===== config.mk =====
export PLATFORM = sky130hd
export DESIGN_NAME = deser_config_register_bank
export DESIGN_NICKNAME = d
export VERILOG_FILES = /design/src/include/deser_cfg_pkg.sv /design/src/verilog/deser_config_register_bank.sv
export SDC_FILE = /design/constraint.sdc
export NUM_CORES = 1
export LEC_CHECK = 0
export ABC_CLOCK_PERIOD_IN_PS = 2420
export BUFFER_PORTS_ARGS = -buffer_cell sky130_fd_sc_hd__buf_2
export CAP_MARGIN = 20
export CORE_UTILIZATION = 45
export DETAILED_ROUTE_END_ITERATION = 6
export GPL_ROUTABILITY_DRIVEN = 1
export PLACE_DENSITY = 0.81
export SLEW_MARGIN = 20
export SYNTH_ARGS = -nofsm -noshare
export SYNTH_HDL_FRONTEND = slang
export SYNTH_SLANG_ARGS = --single-unit

===== constraint.sdc =====
create_clock -name ref_clk -period 2.42 [get_ports ref_clk]
set_input_delay 0.484 -clock ref_clk [delete_from_list [all_inputs] [get_ports ref_clk]]
set_output_delay 0.484 -clock ref_clk [all_outputs]
set_load 0.005 [all_outputs]

===== src/include/deser_cfg_pkg.sv =====
// Package: register map, field layout and reset values of the config bank
package deser_cfg_pkg;

    // ************************************************************
    // Register offsets and bus address values
    // ************************************************************
    localparam logic [7:0] OFS_CONFIG_ONE   = 8'h00; // Config register
    localparam logic [7:0] OFS_SLAVE_ADDR   = 8'h01; // Address select register
    localparam logic [7:0] OFS_FEATURES_ONE = 8'h02; // Output features register
    localparam logic [6:0] ADDR_RESET       = 7'h70; // Reset value of address field
    localparam logic [6:0] ADDR_A           = 7'h71; // Valid address one
    localparam logic [6:0] ADDR_B           = 7'h72; // Valid address two
    localparam logic [6:0] ADDR_C           = 7'h73; // Valid address three
    localparam logic [6:0] ADDR_D           = 7'h76; // Valid address four

    // ************************************************************
    // Field positions
    // ************************************************************
    localparam int BIT_LOW_FREQ  = 7; // Range select
    localparam int BIT_MAP_SEL   = 6; // Fourth pair mapping
    localparam int BIT_MODE_HI   = 3; // Link mode high bit
    localparam int BIT_MODE_LO   = 2; // Link mode low bit
    localparam int BIT_SLEEP     = 1; // Sleep request
    localparam int BIT_REG_CTRL  = 0; // Register control
    localparam int BIT_ADDR_SRC  = 7; // Address source
    localparam int BIT_DRIVE_ON  = 7; // Output drive on
    localparam int BIT_IDLE_SEL  = 6; // Output idle state
    localparam int BIT_SWING     = 3; // Output swing
    localparam int BIT_OSC_HI    = 2; // Oscillator select high bit

    // ************************************************************
    // Reset values and oscillator codes
    // ************************************************************
    localparam logic [7:0] RST_CONFIG_ONE   = 8'h00; // Pins govern after reset
    localparam logic [7:0] RST_SLAVE_ADDR   = 8'h70; // Strap source, default field
    localparam logic [7:0] RST_FEATURES_ONE = 8'h00; // All off
    localparam logic [2:0] OSC_OFF          = 3'h0;  // Fallback clock off
    localparam logic [2:0] OSC_RSVD         = 3'h1;  // Reserved code

    // Link mode encodings
    typedef enum logic [1:0] {
        MODE_NORMAL_NOFILT = 2'h0,
        MODE_NORMAL_FILT   = 2'h1,
        MODE_COMPAT_A      = 2'h2,
        MODE_COMPAT_B      = 2'h3
    } link_mode_e;

    // Effective settings handed to the datapath
    typedef struct packed {
        logic       low_freq_range_sel;
        logic       output_bit_map_sel;
        link_mode_e link_mode;
        logic       sleep;
        logic       output_drive_on;
        logic       output_idle_state_sel;
        logic       output_swing_sel;
        logic [2:0] fallback_osc_freq_sel;
    } cfg_s;

    // Pin-side settings, used while registers do not govern
    typedef struct packed {
        logic       low_freq_range_sel;
        logic       output_bit_map_sel;
        link_mode_e link_mode;
        logic       output_drive_on;
        logic       output_idle_state_sel;
        logic       output_swing_sel;
        logic [2:0] fallback_osc_freq_sel;
    } pin_cfg_s;

endpackage


===== src/verilog/deser_config_register_bank.sv =====
// Configuration register bank of the deserializer, written by the serial control engine
//
// Behaviour
// - Reg0 bit7 picks low or high range
// - Reg0 bits3:2 choose link mode
// - Reg0 bit1 sleeps, registers kept
// - Reg0 bit0 picks pins or registers
// - Reg1 bit7 picks strap or register address
// - Address field resets 0x70; four valid
// - Reg2 bits7,6 drive-on and idle select
// - Reg2 bit3 selects output swing
// - Reset leaves pins governing; write 01
// - Lost stream gives oscillator clock out
// - Registers reached through serial slave
`timescale 1ns/1ps

module deser_config_register_bank (
    input  wire logic                      ref_clk,
    input  wire logic                      reset,
    input  wire logic                      reg_wr_en,
    input  wire logic                      reg_rd_en,
    input  wire logic [7:0]                reg_addr,
    input  wire logic [7:0]                reg_wdata,
    output logic      [7:0]                reg_rdata,
    output logic                           reg_ack,
    input  wire logic [6:0]                bus_address_strap,
    input  wire deser_cfg_pkg::pin_cfg_s   pin_cfg,
    input  wire logic                      stream_lost,
    output deser_cfg_pkg::cfg_s            cfg_out,
    output logic      [6:0]                bus_address_value,
    output logic                           bus_address_valid,
    output logic                           lvds_clock_from_osc
);

    // ************************************************************
    // Register state
    // ************************************************************
    logic [7:0] config_one_q;   // Config register
    logic [7:0] config_one_d;   // Its next value
    logic [7:0] slave_addr_q;   // Address select register
    logic [7:0] slave_addr_d;   // Its next value
    logic [7:0] features_one_q; // Features register
    logic [7:0] features_one_d; // Its next value
    logic [7:0] rdata_q;        // Read data, held from flops
    logic [7:0] rdata_d;        // Its next value
    logic       ack_q;          // Access answered
    logic       ack_d;          // Its next value

    // Next values: writes land on the addressed register only
    always_comb begin
        config_one_d   = config_one_q;
        slave_addr_d   = slave_addr_q;
        features_one_d = features_one_q;
        rdata_d        = rdata_q;
        ack_d          = 1'b0;
        if (reg_wr_en) begin
            ack_d = 1'b1;
            case (reg_addr)
                deser_cfg_pkg::OFS_CONFIG_ONE: begin
                    config_one_d = reg_wdata;
                end
                deser_cfg_pkg::OFS_SLAVE_ADDR: begin
                    slave_addr_d = reg_wdata;
                end
                deser_cfg_pkg::OFS_FEATURES_ONE: begin
                    features_one_d = reg_wdata;
                end
                // Unmapped offsets: acknowledged, data dropped
                default: begin
                    ack_d = 1'b1;
                end
            endcase
        end else if (reg_rd_en) begin
            ack_d = 1'b1;
            case (reg_addr)
                deser_cfg_pkg::OFS_CONFIG_ONE: begin
                    rdata_d = config_one_q;
                end
                deser_cfg_pkg::OFS_SLAVE_ADDR: begin
                    rdata_d = slave_addr_q;
                end
                deser_cfg_pkg::OFS_FEATURES_ONE: begin
                    rdata_d = features_one_q;
                end
                // Unmapped reads return zero
                default: begin
                    rdata_d = 8'h00;
                end
            endcase
        end
    end

    // Registers; reset models power-down, so sleep does not clear them
    always_ff @(posedge ref_clk or posedge reset) begin
        if (reset) begin
            config_one_q   <= deser_cfg_pkg::RST_CONFIG_ONE;
            slave_addr_q   <= deser_cfg_pkg::RST_SLAVE_ADDR;
            features_one_q <= deser_cfg_pkg::RST_FEATURES_ONE;
            rdata_q        <= 8'h00;
            ack_q          <= 1'b0;
        end else begin
            config_one_q   <= config_one_d;
            slave_addr_q   <= slave_addr_d;
            features_one_q <= features_one_d;
            rdata_q        <= rdata_d;
            ack_q          <= ack_d;
        end
    end

    assign reg_rdata = rdata_q;
    assign reg_ack   = ack_q;

    // ************************************************************
    // Effective configuration
    // ************************************************************
    logic                     reg_ctrl;   // Registers govern
    deser_cfg_pkg::cfg_s      cfg_d;      // Effective settings
    deser_cfg_pkg::cfg_s      cfg_q;      // Registered for the datapath
    logic [6:0]               addr_d;     // Chosen bus address
    logic [6:0]               addr_q;     // Registered address
    logic                     addr_ok_d;  // Address is a valid one
    logic                     addr_ok_q;  // Registered validity
    logic                     osc_clk_d;  // Oscillator clock out
    logic                     osc_clk_q;  // Registered

    assign reg_ctrl = config_one_q[deser_cfg_pkg::BIT_REG_CTRL];

    // Mux pins or registers into the effective settings
    always_comb begin
        if (reg_ctrl) begin
            cfg_d.low_freq_range_sel    = config_one_q[deser_cfg_pkg::BIT_LOW_FREQ];
            cfg_d.output_bit_map_sel    = config_one_q[deser_cfg_pkg::BIT_MAP_SEL];
            cfg_d.link_mode             = deser_cfg_pkg::link_mode_e'(
                config_one_q[deser_cfg_pkg::BIT_MODE_HI:deser_cfg_pkg::BIT_MODE_LO]);
            cfg_d.output_drive_on       = features_one_q[deser_cfg_pkg::BIT_DRIVE_ON];
            cfg_d.output_idle_state_sel = features_one_q[deser_cfg_pkg::BIT_IDLE_SEL];
            cfg_d.output_swing_sel      = features_one_q[deser_cfg_pkg::BIT_SWING];
            cfg_d.fallback_osc_freq_sel = features_one_q[deser_cfg_pkg::BIT_OSC_HI:0];
        end else begin
            // Pins govern while register control is clear
            cfg_d.low_freq_range_sel    = pin_cfg.low_freq_range_sel;
            cfg_d.output_bit_map_sel    = pin_cfg.output_bit_map_sel;
            cfg_d.link_mode             = pin_cfg.link_mode;
            cfg_d.output_drive_on       = pin_cfg.output_drive_on;
            cfg_d.output_idle_state_sel = pin_cfg.output_idle_state_sel;
            cfg_d.output_swing_sel      = pin_cfg.output_swing_sel;
            cfg_d.fallback_osc_freq_sel = pin_cfg.fallback_osc_freq_sel;
        end
        cfg_d.sleep = config_one_q[deser_cfg_pkg::BIT_SLEEP];
    end

    // ************************************************************
    // Bus address selection and fallback clock
    // ************************************************************

    // Address source, independent of register control
    always_comb begin
        if (slave_addr_q[deser_cfg_pkg::BIT_ADDR_SRC]) begin
            addr_d = slave_addr_q[6:0];
        end else begin
            // Strap pin decides while the source bit is clear
            addr_d = bus_address_strap;
        end
        case (addr_d)
            deser_cfg_pkg::ADDR_A,
            deser_cfg_pkg::ADDR_B,
            deser_cfg_pkg::ADDR_C,
            deser_cfg_pkg::ADDR_D: begin
                addr_ok_d = 1'b1;
            end
            default: begin
                addr_ok_d = 1'b0;
            end
        endcase
    end

    // Fallback clock when stream lost; off and reserved codes idle
    // Reserved code stays quiet: its frequency is not defined
    always_comb begin
        osc_clk_d = stream_lost
                  && (cfg_d.fallback_osc_freq_sel != deser_cfg_pkg::OSC_OFF)
                  && (cfg_d.fallback_osc_freq_sel != deser_cfg_pkg::OSC_RSVD);
    end

    // ************************************************************
    // Output registers
    // ************************************************************

    // Output flops; one cycle of latency keeps outputs glitch free
    always_ff @(posedge ref_clk or posedge reset) begin
        if (reset) begin
            cfg_q     <= '0;
            addr_q    <= deser_cfg_pkg::ADDR_RESET;
            addr_ok_q <= 1'b0;
            osc_clk_q <= 1'b0;
        end else begin
            cfg_q     <= cfg_d;
            addr_q    <= addr_d;
            addr_ok_q <= addr_ok_d;
            osc_clk_q <= osc_clk_d;
        end
    end

    assign cfg_out             = cfg_q;
    assign bus_address_value   = addr_q;
    assign bus_address_valid   = addr_ok_q;
    assign lvds_clock_from_osc = osc_clk_q;

endmodule


==> impl_metrics.prom <==
# TYPE chip_impl_metric gauge
chip_impl_metric{name="grt_util_met1",unit="%"} 23.88
chip_impl_metric{name="slack_of_the_worst_reg_to_reg_path",unit="ns"} 0.83
chip_impl_metric{name="critical_path_peak_fanout",unit=""} 10
chip_impl_metric{name="placedCellCount",unit=""} 269
chip_impl_metric{name="firstDrtPassIters",unit=""} 4
chip_impl_metric{name="grt_use_met3",unit="%"} 3.516
chip_impl_info{name="critical_path.startpoint_type",value="flop"} 1
chip_impl_metric{name="grt_start_max_net_pins",unit=""} 29
chip_impl_metric{name="final-setup-viol-count",unit=""} 0
chip_impl_info{name="most-common-layout-cells",value="buf_2, dfrtp_1, mux2_2"} 1
chip_impl_info{name="run_status",value="finished, final reports clean"} 1
chip_impl_metric{name="rows",unit=""} 25
chip_impl_info{name="worst_hold_path_type",value="input port to async pin"} 1
chip_impl_metric{name="antenna_found_initial",unit=""} 0
chip_impl_metric{name="fillerInstances",unit=""} 385
chip_impl_metric{name="cts-hold-fix-buffers",unit=""} 0
chip_impl_metric{name="route.detailed.drc",unit=""} 0
chip_impl_metric{name="r2r.worst_path.cells",unit=""} 2
chip_impl_metric{name="synthArstFlopShare",unit="%"} 100.0
chip_impl_metric{name="final_layout_size_suffix_gt1_share",unit="%"} 56.95
chip_impl_metric{name="synthesis.instances",unit=""} 153
chip_impl_metric{name="total_of_buffers_placed_on_input_and_output_ports",unit=""} 66
chip_impl_metric{name="yosys_warnings",unit=""} 0
chip_impl_metric{name="design.final.nets",unit=""} 260
chip_impl_metric{name="final_gp_congestion",unit=""} 0.7542
chip_impl_metric{name="fp.coreArea",unit="µm²"} 4692
chip_impl_info{name="worst_r2r_src",value="slave_addr_q[7]"} 1
chip_impl_metric{name="achievable-frequency",unit="MHz"} 630.4
chip_impl_info{name="critical_path_class",value="flop to flop"} 1
chip_impl_metric{name="finalMaxSlewViolations",unit=""} 0
chip_impl_metric{name="number_of_global_route_vias_before_repair",unit=""} 1478
chip_impl_info{name="regToRegEndpoint",value="bus_address_valid"} 1
chip_impl_metric{name="cp_data_arrival_time",unit="ns"} 1.75
chip_impl_metric{name="hold_viol_final",unit=""} 0
chip_impl_metric{name="hpwl",unit="mm"} 3.156
chip_impl_metric{name="grt_util_met2",unit="%"} 30.29
chip_impl_metric{name="num_antenna_cells",unit=""} 0
chip_impl_metric{name="fin_tns_setup",unit="ns"} 0
chip_impl_metric{name="slew_headroom",unit="%"} 58.62
chip_impl_info{name="critPathCaptureType",value="flop"} 1
chip_impl_metric{name="grtUsageTotal",unit="%"} 18.46
chip_impl_metric{name="cts-buffers-inserted",unit=""} 5
chip_impl_metric{name="post-route-period-util",unit="%"} 65.55
chip_impl_metric{name="timing.max_cap.violations",unit=""} 0
chip_impl_metric{name="number_of_buffers_added_for_setup_after_cts",unit=""} 0
chip_impl_metric{name="grt_first_pass_wirelength",unit="mm"} 7.231
chip_impl_metric{name="total_leakage_power",unit="nW"} 1.376
chip_impl_info{name="ctsRootBufferMaster",value="clkbuf_8"} 1
chip_impl_metric{name="syn_area",unit="µm²"} 2188
chip_impl_metric{name="route.detailed.wl_per_inst",unit="µm"} 15.32
chip_impl_metric{name="yosys.cell_types.count",unit=""} 21
chip_impl_metric{name="worst_ir_drop_vdd",unit="mV"} 0.1909
chip_impl_metric{name="synth_edf_count",unit=""} 0
chip_impl_metric{name="pin_count",unit=""} 67
chip_impl_metric{name="wp_data_required",unit="ns"} 2.58
chip_impl_metric{name="worst_hold_slack",unit="ns"} 0.2509
chip_impl_metric{name="wire_length_reported_by_the_detailed_router",unit="mm"} 4.245
chip_impl_metric{name="clock-sinks",unit=""} 53
chip_impl_metric{name="h-tree-depth",unit=""} 2
chip_impl_metric{name="final_core_utilization",unit="%"} 57.63
chip_impl_info{name="grt_setup_unrepaired",value="no"} 1
chip_impl_info{name="final_common_cell",value="buf_2"} 1
chip_impl_metric{name="postSynthNetCount",unit=""} 191
chip_impl_metric{name="finalNonFillerCells",unit=""} 277
chip_impl_info{name="synth_top_flop_cell",value="dfrtp_1"} 1
chip_impl_metric{name="multi_input_area",unit="µm²"} 824.5
chip_impl_metric{name="dieWidth",unit="µm"} 71.74
chip_impl_info{name="tritoncts",value="yes"} 1
chip_impl_metric{name="final_antenna_net_count",unit=""} 0
chip_impl_metric{name="synth.avg_cell_area",unit="µm²"} 14.30
chip_impl_metric{name="synth-seq-cells",unit=""} 53
chip_impl_metric{name="report.power.total",unit="mW"} 1.720
chip_impl_metric{name="die_area",unit="µm²"} 5146
chip_impl_metric{name="worst-slew-pin-transition",unit="ns"} 0.6198
chip_impl_metric{name="effective_utilization_at_floorplan",unit="%"} 46.64
chip_impl_metric{name="final.min_clock_period",unit="ns"} 1.586
chip_impl_metric{name="vias_per_cell",unit=""} 5.141
chip_impl_metric{name="synth-seq-area-share",unit="%"} 60.95
chip_impl_metric{name="dieHeight",unit="µm"} 71.74
chip_impl_info{name="global_route_hottest_layer",value="met2"} 1
chip_impl_metric{name="post_cts_resize_count",unit=""} 0
chip_impl_metric{name="area.sequential",unit="µm²"} 1334
chip_impl_metric{name="area_delta_synth_final",unit="%"} 23.56
chip_impl_metric{name="clock-skew-final",unit="ns"} 0.005801
chip_impl_info{name="worst_setup_path_startpoint",value="slave_addr_q[7]"} 1
chip_impl_metric{name="clockBufferDepth",unit=""} 2
chip_impl_metric{name="dr.first_iter.drc_count",unit=""} 78
chip_impl_metric{name="clk-insertion-delay-late",unit="ns"} 0.30
chip_impl_metric{name="vias",unit=""} 1424
chip_impl_metric{name="power-per-cell-area",unit="nW/µm²"} 636.2
chip_impl_metric{name="grt_overflow_total",unit=""} 0
chip_impl_metric{name="cts.clk_slew.worst_paths",unit="ns"} 0.09
power breakdown:
group	internal, mW	leakage [nW]	switching [mW]
Combinational	0.0877	0.640	0.0752
Clock	0.337	0.0585	0.272
Sequential	0.925	0.677	0.0230
Total	1.35	1.38	0.370
how the worst max path moves through the flow:
stage / to / slack (ns) / cells after the start
detailed placement: features_one_q[6] / 0.56 / 4
global placement: features_one_q[3] / 0.58 / 4
finish: bus_address_valid / 0.83 / 2
global route: bus_address_valid / 0.77 / 2
CTS: bus_address_valid / 0.86 / 2
floorplan: bus_address_valid / 0.66 / 1
synth_stat cells, drive strengths merged, types with 2 or more instances:
cell      n  area (µm²)
nand2    12       45.04
dfstp     6       157.7
nor2b     3       18.77
mux2     40       450.4
nor2      3       11.26
a2bb2oi   8       70.07
nand4     4       43.80
buf       5       22.52
o21ai     8       40.04
mux2i     8       80.08
dfrtp    47        1176
nand2b    2       12.51
per-layer routing:
layer	part of all wire [%]	up-vias
met3	4.2	9
met5	0	-
met2	50	40
met1	44	688
li1	-	687
met4	1.7	0
registers in the layout, summed over array words and instances, names as in the netlist:
| register | flops |
|---|---|
| reg_rdata | 8 |
| reg_ack | 1 |
| bus_address_value | 7 |
| features_one_q | 8 |
| bus_address_valid | 1 |
| config_one_q | 8 |
| lvds_clock_from_osc | 1 |
| cfg_out | 11 |
| slave_addr_q | 8 |
per-stage QoR:
stage	setup slack (ns)	cell area [µm²]
floorplan	0.6597	2188
global placement	0.5777	2587
detailed placement	0.5572	2587
CTS	0.8589	2704
global route	0.7658	2704
finish	0.8337	2704
cells by family (layout without fill, tap and decap cells):
family,count (synthesis),in the layout,synth area share (%)
AOI/OAI and AO/OA,19,19,6.175
buffers and inverters,7,77,1.372
DFF,53,53,60.95
muxes,48,48,24.24
and+or+nand+nor,26,26,7.262
critical path: stages, from the launching register on:
cell and delay (ns):
dfrtp_1 0.58, mux2_2 0.41, a2111oi_0 0.45
area by class of cell:
type	count	share of cell area [%]
Clock buffer	7	3.193
Inverter	1	0.1388
Clock inverter	1	1.111
Sequential cell	53	49.33
Tap cell	54	2.499
Timing Repair Buffer	68	13.23
Multi-Input combinational cell	93	30.50
Note: power is estimated with default switching activity, not from simulation.
